[src/radio_link_param_pkg.sv]
// Shared constants and types for the radio link parameter store.
package radio_link_param_pkg;

    // Binary command codes of the parameters held here.
    localparam logic [7:0] CODE_RETRY_LIMIT  = 8'h18;
    localparam logic [7:0] CODE_SIGNAL_LEVEL = 8'h1C;
    localparam logic [7:0] CODE_LINE_TWO     = 8'h16;
    localparam logic [7:0] CODE_STOP_BITS    = 8'h36;
    localparam logic [7:0] CODE_SERIAL_HIGH  = 8'h25;

    // Values after reset.
    localparam logic [7:0]  RETRY_LIMIT_RST  = 8'h00;
    localparam logic [7:0]  LINE_TWO_RST     = 8'h00;
    localparam logic [7:0]  STOP_BITS_RST    = 8'h00;
    localparam logic [7:0]  SIGNAL_LEVEL_RST = 8'h06;
    localparam logic [15:0] SERIAL_HIGH_RST  = 16'h0000;

    // Legal ranges.
    localparam logic [7:0] SIGNAL_LEVEL_MIN = 8'h06;
    localparam logic [7:0] SIGNAL_LEVEL_MAX = 8'h36;
    localparam logic [7:0] LINE_TWO_MAX     = 8'h02;
    localparam logic [7:0] STOP_BITS_MAX    = 8'h01;

    // Second input line modes.
    localparam logic [7:0] LINE_TWO_UNUSED   = 8'h00;
    localparam logic [7:0] LINE_TWO_BIN_PROG = 8'h01;
    localparam logic [7:0] LINE_TWO_RTS_FLOW = 8'h02;

    // Delay slot length in microseconds and its length in clock cycles.
    localparam int SLOT_TIME_US  = 38000;
    localparam int CLOCK_MHZ     = 20;
    localparam int SLOT_CYCLES   = SLOT_TIME_US * CLOCK_MHZ;

    // Seed of the backoff pseudo-random generator.
    localparam logic [15:0] LFSR_SEED = 16'hACE1;

    // Retransmission sequencer states.
    typedef enum logic [3:0] {
        ST_IDLE    = 4'b0001,
        ST_SEND    = 4'b0010,
        ST_WAIT    = 4'b0100,
        ST_BACKOFF = 4'b1000
    } retry_state_t;

endpackage : radio_link_param_pkg

[src/radio_link_param_store.sv]
// Parameter store and acknowledged-retransmission sequencer of the radio.
`timescale 1ns/10ps
// Behaviour
// - Eight-bit retry limit; zero turns off acknowledgements and retries.
// - With retries on, a sent packet waits for an acknowledgement.
// - No acknowledgement within the delay-slot window resends the packet.
// - Resending stops on acknowledgement or after retry-limit sends.
// - Before a resend wait random zero to count-minus-one 38 ms slots.
// - Retry limit answers on code 0x18 with one byte.
// - Read-only signal level of last packet, 0x06 to 0x36.
// - Signal level answers on code 0x1C with one byte.
// - Line two mode 0 unused, 1 programming, 2 RTS; resets to 0.
// - Stop bits 0 means one, 1 means two; resets 0; code 0x36.
// - Upper serial number word, read-only, two bytes, code 0x25.
module radio_link_param_store
    import radio_link_param_pkg::*;
#(
    parameter int SLOT_LEN = SLOT_CYCLES
) (
    input  wire logic        clock,
    input  wire logic        rst,
    input  wire logic        ce,
    input  wire logic        cmd_valid,
    input  wire logic        cmd_write,
    input  wire logic [7:0]  cmd_code,
    input  wire logic [15:0] cmd_wdata,
    output logic             cmd_done,
    output logic             cmd_reject,
    output logic [15:0]      cmd_rdata,
    input  wire logic        tx_request,
    input  wire logic        ack_seen,
    input  wire logic [7:0]  delay_slot_count,
    output logic             tx_start,
    output logic             tx_done,
    output logic             tx_failed,
    input  wire logic        rx_level_valid,
    input  wire logic [7:0]  rx_level,
    input  wire logic [15:0] serial_high_strap,
    output logic             retry_enable,
    output logic [7:0]       input_line_two_config,
    output logic             two_stop_bits
);
    logic [7:0]   retry_limit_r;
    logic [7:0]   last_packet_signal_level_r;
    logic [7:0]   input_line_two_config_r;
    logic [7:0]   stop_bit_select_r;
    logic [15:0]  serial_number_upper_word_r;
    logic         strap_pending_r;
    logic         wr_ok;
    logic         known;
    logic [15:0]  rd_nxt;
    retry_state_t state_r;
    logic [7:0]   limit_r;
    logic [7:0]   sends_r;
    logic [15:0]  lfsr_r;
    logic         timer_start;
    logic [7:0]   timer_slots;
    logic         timer_busy;
    logic         timer_expired;
    logic [7:0]   backoff_slots;
    logic [7:0]   ack_window;

    // Read mux and write legality for one command.
    always_comb begin
        known  = 1'b1;
        wr_ok  = 1'b0;
        rd_nxt = 16'h0000;
        unique case (cmd_code)
            CODE_RETRY_LIMIT: begin
                rd_nxt = {8'h00, retry_limit_r};
                wr_ok  = cmd_wdata[15:8] == 8'h00;
            end
            CODE_SIGNAL_LEVEL: begin
                rd_nxt = {8'h00, last_packet_signal_level_r};
            end
            CODE_LINE_TWO: begin
                rd_nxt = {8'h00, input_line_two_config_r};
                wr_ok  = cmd_wdata <= {8'h00, LINE_TWO_MAX};
            end
            CODE_STOP_BITS: begin
                rd_nxt = {8'h00, stop_bit_select_r};
                wr_ok  = cmd_wdata <= {8'h00, STOP_BITS_MAX};
            end
            CODE_SERIAL_HIGH: begin
                rd_nxt = serial_number_upper_word_r;
            end
            default: begin
                known = 1'b0;
            end
        endcase
    end

    // Command answer, one cycle after the request.
    // refuse bad writes
    always_ff @(posedge clock) begin
        if (rst) begin
            cmd_done   <= 1'b0;
            cmd_reject <= 1'b0;
            cmd_rdata  <= 16'h0000;
        end else if (ce) begin
            cmd_done   <= cmd_valid && known && (!cmd_write || wr_ok);
            cmd_reject <= cmd_valid && (!known || (cmd_write && !wr_ok));
            if (cmd_valid && !cmd_write && known) begin
                cmd_rdata <= rd_nxt;
            end
        end
    end

    // Writable parameters change only on an accepted write.
    // retry limit storage
    always_ff @(posedge clock) begin
        if (rst) begin
            retry_limit_r           <= RETRY_LIMIT_RST;
            input_line_two_config_r <= LINE_TWO_RST;
            stop_bit_select_r       <= STOP_BITS_RST;
        end else if (ce && cmd_valid && cmd_write && wr_ok) begin
            if (cmd_code == CODE_RETRY_LIMIT) begin
                retry_limit_r <= cmd_wdata[7:0];
            end
            if (cmd_code == CODE_LINE_TWO) begin
                input_line_two_config_r <= cmd_wdata[7:0];
            end
            if (cmd_code == CODE_STOP_BITS) begin
                stop_bit_select_r <= cmd_wdata[7:0];
            end
        end
    end

    // Received level is clamped, so a noisy report never leaves the range.
    // clamp signal level
    always_ff @(posedge clock) begin
        if (rst) begin
            last_packet_signal_level_r <= SIGNAL_LEVEL_RST;
        end else if (ce && rx_level_valid) begin
            if (rx_level < SIGNAL_LEVEL_MIN) begin
                last_packet_signal_level_r <= SIGNAL_LEVEL_MIN;
            end else if (rx_level > SIGNAL_LEVEL_MAX) begin
                last_packet_signal_level_r <= SIGNAL_LEVEL_MAX;
            end else begin
                last_packet_signal_level_r <= rx_level;
            end
        end
    end

    // The strap is caught on the first enabled edge after reset release.
    // capture serial word
    always_ff @(posedge clock) begin
        if (rst) begin
            strap_pending_r            <= 1'b1;
            serial_number_upper_word_r <= SERIAL_HIGH_RST;
        end else if (ce && strap_pending_r) begin
            strap_pending_r            <= 1'b0;
            serial_number_upper_word_r <= serial_high_strap;
        end
    end

    // line two and stop bit outputs
    assign input_line_two_config = input_line_two_config_r;
    assign two_stop_bits         = stop_bit_select_r[0];
    assign retry_enable          = retry_limit_r != 8'h00;

    // Free-running generator; its low byte picks the backoff length.
    always_ff @(posedge clock) begin
        if (rst) begin
            lfsr_r <= LFSR_SEED;
        end else if (ce) begin
            lfsr_r <= {lfsr_r[14:0],
                       lfsr_r[15] ^ lfsr_r[13] ^ lfsr_r[12] ^ lfsr_r[10]};
        end
    end

    assign backoff_slots = (delay_slot_count == 8'h00) ? 8'h00 :
                           lfsr_r[7:0] % delay_slot_count;
    assign ack_window    = (delay_slot_count == 8'h00) ? 8'h01 :
                           delay_slot_count;

    // The timer is armed on entry to the wait and the backoff states.
    always_comb begin
        timer_start = 1'b0;
        timer_slots = ack_window;
        if (state_r == ST_SEND && limit_r != 8'h00) begin
            timer_start = 1'b1;
        end else if (state_r == ST_WAIT && !ack_seen && timer_expired &&
                     sends_r < limit_r) begin
            timer_start = 1'b1;
            timer_slots = backoff_slots;
        end
    end

    slot_timer #(
        .SLOT_LEN (SLOT_LEN)
    ) u_slot_timer (
        .clock   (clock),
        .rst     (rst),
        .ce      (ce),
        .start   (timer_start),
        .slots   (timer_slots),
        .busy    (timer_busy),
        .expired (timer_expired)
    );

    // Retransmission sequencer. The limit is latched per packet so that a
    // write in mid-flight does not change how often this packet is sent.
    always_ff @(posedge clock) begin
        if (rst) begin
            state_r   <= ST_IDLE;
            limit_r   <= 8'h00;
            sends_r   <= 8'h00;
            tx_start  <= 1'b0;
            tx_done   <= 1'b0;
            tx_failed <= 1'b0;
        end else if (ce) begin
            tx_start  <= 1'b0;
            tx_done   <= 1'b0;
            tx_failed <= 1'b0;
            unique case (state_r)
                ST_IDLE: begin
                    if (tx_request) begin
                        limit_r <= retry_limit_r;
                        sends_r <= 8'h00;
                        state_r <= ST_SEND;
                    end
                end
                ST_SEND: begin
                    tx_start <= 1'b1;
                    sends_r  <= sends_r + 8'h01;
                    if (limit_r == 8'h00) begin
                        tx_done <= 1'b1;
                        state_r <= ST_IDLE;
                    end else begin
                        state_r <= ST_WAIT;
                    end
                end
                ST_WAIT: begin
                    if (ack_seen) begin
                        tx_done <= 1'b1;
                        state_r <= ST_IDLE;
                    end else if (timer_expired) begin
                        if (sends_r >= limit_r) begin
                            tx_failed <= 1'b1;
                            state_r   <= ST_IDLE;
                        end else begin
                            state_r <= ST_BACKOFF;
                        end
                    end
                end
                ST_BACKOFF: begin
                    if (timer_expired) begin
                        state_r <= ST_SEND;
                    end
                end
            endcase
        end
    end
endmodule : radio_link_param_store

[src/slot_timer.sv]
// Counts a given number of delay slots and pulses when they have passed.
`timescale 1ns/10ps
module slot_timer
    import radio_link_param_pkg::*;
#(
    parameter int SLOT_LEN = SLOT_CYCLES
) (
    input  wire logic       clock,
    input  wire logic       rst,
    input  wire logic       ce,
    input  wire logic       start,
    input  wire logic [7:0] slots,
    output logic            busy,
    output logic            expired
);
    localparam int CW = $clog2(SLOT_LEN + 1);
    localparam logic [CW-1:0] LAST = CW'(SLOT_LEN - 1);

    logic [CW-1:0] cyc_r;
    logic [7:0]    left_r;

    // A zero-slot request expires on the edge after it starts.
    always_ff @(posedge clock) begin
        if (rst) begin
            busy    <= 1'b0;
            expired <= 1'b0;
            cyc_r   <= '0;
            left_r  <= 8'h00;
        end else if (ce) begin
            expired <= 1'b0;
            if (start) begin
                busy   <= 1'b1;
                left_r <= slots;
                cyc_r  <= '0;
            end else if (busy) begin
                if (left_r == 8'h00) begin
                    busy    <= 1'b0;
                    expired <= 1'b1;
                end else if (cyc_r == LAST) begin
                    cyc_r  <= '0;
                    left_r <= left_r - 8'h01;
                end else begin
                    cyc_r <= cyc_r + CW'(1);
                end
            end
        end
    end
endmodule : slot_timer
[config.mk]
export PLATFORM = sky130hd
export DESIGN_NAME = radio_link_param_store
export DESIGN_NICKNAME = d
export VERILOG_FILES = /design/src/radio_link_param_pkg.sv /design/src/radio_link_param_store.sv /design/src/slot_timer.sv
export SDC_FILE = /design/constraint.sdc
export NUM_CORES = 1
export LEC_CHECK = 0
export BUFFER_PORTS_ARGS = -buffer_cell sky130_fd_sc_hd__clkbuf_2
export CORE_MARGIN = 4
export CORE_UTILIZATION = 55
export DETAILED_ROUTE_END_ITERATION = 10
export PLACE_DENSITY = 0.76
export SYNTH_ARGS = -nofsm -noshare
export SYNTH_HDL_FRONTEND = slang
export SYNTH_SLANG_ARGS = --single-unit
[constraint.sdc]
create_clock -name clock -period 27.3 [get_ports clock]
set_input_delay 2.73 -clock clock [delete_from_list [all_inputs] [get_ports clock]]
set_output_delay 2.73 -clock clock [all_outputs]
set_load 0.02 [all_outputs]
# Yosys cells after proc, flatten, opt, wreduce, memory -nomap -nowiden
# Cells that the tools add are included.
# Widths: inputs -> output; s select.
# word_totals
out_inout_bits	31
wordCells	129
reg_bits	136
input_bits	64
# op_classes
add_sub_neg	3
eq_ne	14
div	1
reduce_logical	40
n_bitwise	3
order_cmp	6
n_mux	42
# ops
cell	count
$mux 8	11
$mux 20	4
$pmux 16 s5	1
$logic_not 8->1	4
$eq 8x5->1 const B	3
$add 20x1->20 const B	1
$eq 20x20->1 const B	1
$mux 4	5
$eq 8x6->1 const B	2
$le 16x1->1 const B	1
$le 16x2->1 const B	1
$mux 1	16
$pmux 4 s4	1
$pmux 8 s2	1
$reduce_bool 8->1	2
$logic_and 1x1->1	15
$reduce_and 3->1	3
$add 8x1->8 const B	1
$ge 8x8->1	1
$gt 8x6->1 const B	1
$lt 8x3->1 const B	1
$lt 8x8->1	1
$mod 8x8->8	1
$reduce_and 2->1	4
other kinds (17)	27

# Logic depth before layout (Yosys ltp)
# logic_depth
depth_word	8
ltp_mapped	53
depth_no_buf	51

# Hierarchy
# Synthesis repeated with hierarchy kept, for this count alone.
# unflattened
hier_cells	1009
area_unflattened_um2	8281.7
# modules_own_cells
module	n_inst	area_per_inst_um2	seq_area_each_um2	cells_each
radio_link_param_store	1	6548.8	2122.0	798
slot_timer	1	1732.9	600.6	211

# Least setup slack after synthesis
# Ideal clock, no wire load.
# synth_path
path_kind	input to register
start	input delay_slot_count[7]
end	register u_slot_timer.left_r[0]
setup_slack_ns	13.686
t_arrival_ns	13.544
n_path_buf	1
cell_stages	47
required_ns	27.230
setup_ns	0.070
path_cell_list	buf_2 > nor4_1 > nand3_1 > nor2_1 > a21oi_1 > a21oi_1 > ha_1 > nor4b_1 > nor4b_1 > a21oi_1 > nor2_1 > ha_1 > o211ai_1 > a211oi_4 > mux2_2 > ha_1 > a21oi_1 > a21boi_0 > (+11 left out) > o221a_2 > a41oi_1 > nor3_1 > o21bai_1 > ha_1 > o21ai_0 > o21ai_0 > a32oi_1 > a21oi_1 > mux2_2 > fa_1 > nand2b_1 > a21oi_1 > nor2_1 > o31ai_1 > o211ai_1 > a221o_1 > a21oi_1
# synth_between
elab_chain_len	5
elab_cells_between_ends	7
classes_between	div: 1; mux: 5; reduce/logical: 1
# synth_lines
element	line_no	rtl
start, declared	radio_link_param_store.sv:32	input wire logic [7:0] delay_slot_count,
$mod 8x8->8 / $logic_not 8->1 (equally long branches)	radio_link_param_store.sv:173, radio_link_param_store.sv:172, radio_link_param_store.sv:174	
$mux 8, on equally long branches	radio_link_param_store.sv:172, radio_link_param_store.sv:174	
$mux 8	radio_link_param_store.sv:183	end else if (state_r == ST_WAIT && !ack_seen && timer_expired &&
$mux 8 *	radio_link_param_store.sv:181	if (state_r == ST_SEND && limit_r != 8'h00) begin
$mux 8 *	slot_timer.sv:31	if (start) begin
end signal, assigned	slot_timer.sv:33	left_r <= slots;
end signal, assigned	slot_timer.sv:41	left_r <= left_r - 8'h01;
end, declared	slot_timer.sv:20	logic [7:0] left_r;
# Mark *: on every way between the ends. The rest lies on a longest branch, timed or not.
# A chain may end at the register's enable or synchronous reset.

# Final worst setup path
# layout_path
start	input delay_slot_count[4]
end	register u_slot_timer.left_r[0]
# Same word-level chain as after synthesis.

==> flow_metrics.tcl <==
set metrics [dict create \
    status "finished, final reports clean" \
    worst-setup-path-type "in2reg" \
    antenna_found_initial 0 \
    syn_inst 976 \
    p_clk_share_pct 41.8 \
    async_flop_share_pct 0 \
    fmax_mhz 65.73 \
    power_uw 517.7 \
    core_area_mm2 0.01399 \
    ys_ff_latch 136 \
    critPathArrivalTime_ps 15540 \
    r2r_start "lfsr_r[7]" \
    wl_per_cell_um 15.86 \
    final.setup.tns_ps 0 \
    synthMostInstantiatedCell "dfxtp_1" \
    fill_cells 1233 \
    max-vdd-ir-drop_mv 0.04236 \
    cts-resized-gates 0 \
    min_from "cmd_rdata[11]" \
    ys.flop_type "dfxtp_1" \
    crit_top_cell "a21oi_1" \
    dr.pass1.iters 5 \
    pwr-share-seq_pct 39.8 \
    final_util_pct 65.03 \
    fp-row-count 43 \
    power_per_cell_area_mw_per_mm2 56.91 \
    yosysTopAreaCell "dfxtp_1" \
    p_sw_uw 145.2 \
    drv_slew 0 \
    ys_types 72 \
    grt_pass1_vias 6907 \
    setup_violations 0 \
    required_ps 27630 \
    root_buffer "clkbuf_16" \
    post-dp-hpwl_mm 14.46 \
    fin_skew_ps 8.623 \
    start_util_pct 56.74 \
    syn_area_per_cell_um2 8.133 \
    critPathLaunch "delay_slot_count[4]" \
    cts_setup_buffers 0 \
    ant_nets 0 \
    ys_warn_count 0 \
    synth_top_cells_by_area "dfxtp_1 34%, ha_1 7.6%, mux2i_1 5.8%" \
    clock_latency_ps 410 \
    ios 95 \
    syn2layout_area_growth_pct 14.60 \
    tightest_slew_ps 1103 \
    critPathCaptureType "register" \
    ctsHoldBuffers 0 \
    slowest_stage "o31ai_1" \
    drt_wl_total_mm 19.72 \
    cts_sinks 136 \
    final_layout_size_suffix_gt1_share_pct 15.62 \
    placed_cells 1211 \
    synth_area_mm2 0.007938 \
    power.leakage_uw 0.003781 \
    grt_pass1_wl_mm 32.69 \
    drtIter0Drc 449 \
    r2r_slack_ps 15190 \
    vias 7323 \
    fin_hold_ws_ps 451.7 \
    seq_area_mm2 0.002723 \
    cts_tree "done" \
    die_width_um 128.1 \
    synth_top_area_share_pct 34.30 \
    sw_frac_of_total_pct 28.05 \
    hp-class "reg2reg" \
    htreeDepth 4 \
    reg2reg_to "u_slot_timer.left_r[0]" \
    relSlewSlack_pct 26.35 \
    period_needed_ps 15210 \
    cts_buffer_depth 2 \
    synth_common_cells "136 x dfxtp_1, 112 x nand2_1, 107 x nor2_1" \
    period_share_pct 55.73 \
    start_kind "primary input" \
    crit_path_max_incr_delay_ps 760 \
    portBuffers 94 \
    grt_max_degree 87 \
    clk_pin_slew_ps 60 \
    cp_max_fo 10 \
    min_to "cmd_rdata[11]" \
    reg2reg_depth 43 \
    maxCapViolations 0 \
    dieArea_mm2 0.01642 \
    n_antenna_cell 0 \
    groute.usage.overall_pct 24.10 \
    hold_violations 0 \
    viasPerCell 5.891 \
    combPwrFrac_pct 18.5 \
    final_nets 1163 \
    die_y_um 128.1 \
    hold_depth 2 \
    rsz0062_at_grt "no" \
    routabilityCongestion 0.8940 \
    intPower_uw 372.5 \
    cts_buffers 17 \
    fin_cells 1243 \
    multi_input_area_mm2 0.004915 \
    drc 0 \
    synth_enable_flop_cells 0 \
    syn_nets 1089 \
    synth-seq-area-share_pct 34.30 \
    overflow 0 \
]
[through the flow]
step,setup WS [ps],area (um^2)
detailed placement,11950,8524
CTS,12260,9096
global placement,12310,8524
finish,12090,9096
global route,11200,9096
floorplan,13690,7938
[layout make-up]
| cell class | instances | share of cell area (%) |
|---|---|---|
| Multi-Input combinational cell | 758 | 54.03 |
| Sequential cell | 136 | 29.93 |
| Timing Repair Buffer | 102 | 5.832 |
| Clock buffer | 19 | 4.979 |
| Tap cell | 180 | 2.476 |
| Inverter | 35 | 1.444 |
| Clock inverter | 13 | 1.307 |
[power groups by stage]
stage          combinational (uW)  clock (uW)  sequential, uW
2_1_floorplan                71.3           0             209
3_3_place_gp                 92.2           0             210
3_5_place_dp                 93.8           0             210
4_1_cts                      94.5         219             206
5_1_grt                       106         228             206
6_report                     95.5         216             206
[worst max-delay path by stage]
stage	to	cells after the start
2_1_floorplan	u_slot_timer.left_r[0]	47
3_3_place_gp	u_slot_timer.left_r[0]	47
3_5_place_dp	u_slot_timer.left_r[0]	47
4_1_cts	u_slot_timer.left_r[0]	47
5_1_grt	u_slot_timer.left_r[0]	47
6_report	u_slot_timer.left_r[0]	47
[flip-flops by register name (all words and copies together), names as in the netlist, 4 cells and up]
name                        flops
state_r                         4
last_packet_signal_level_r      8
stop_bit_select_r               8
input_line_two_config           8
lfsr_r                         16
u_slot_timer.cyc_r             20
cmd_rdata                      16
sends_r                         8
retry_limit_r                   8
u_slot_timer.left_r             8
limit_r                         8
serial_number_upper_word_r     16
[worst max-delay path: cells and delay by family]
| family | cells | cell delay [ps] |
|---|---|---|
| adders and majority gates | 7 | 2120 |
| muxes | 3 | 1200 |
| and+or+nand+nor | 12 | 2940 |
| AOI/OAI and AO/OA | 23 | 6330 |
| buffers and inverters | 2 | 190 |
[routing by layer]
metal | vias to the layer above | wire length [um] | global-route usage, %
met5 | - | 0 | 0
met4 | 0 | 287 | 6.617
met3 | 27 | 1105 | 4.375
met2 | 209 | 9397 | 41.59
met1 | 3425 | 8926 | 30.93
li1 | 3662 | - | -
[placed cells by master (no fill, tap or decap), types with 35 or more instances in the layout]
cell      synthesis  final
dfxtp_1         136    136
nand2_1         112    112
nor2_1          107    107
clkbuf_2          0     93
a21oi_1          84     84
ha_1             48     48
mux2i_1          46     46
nor3_1           38     38
nand3_1          36     36
inv_1            35     35
[logic make-up after synthesis]
group,Yosys count,synth area share [%]
buffers and inverters,82,3.909
and+or+nand+nor,394,23.60
muxes,61,8.071
AOI/OAI and AO/OA,214,17.89
adders and majority gates,49,7.818
DFF,136,34.30
xor gates and xnor gates,40,4.414
Note: power is estimated with default switching activity, not from simulation.
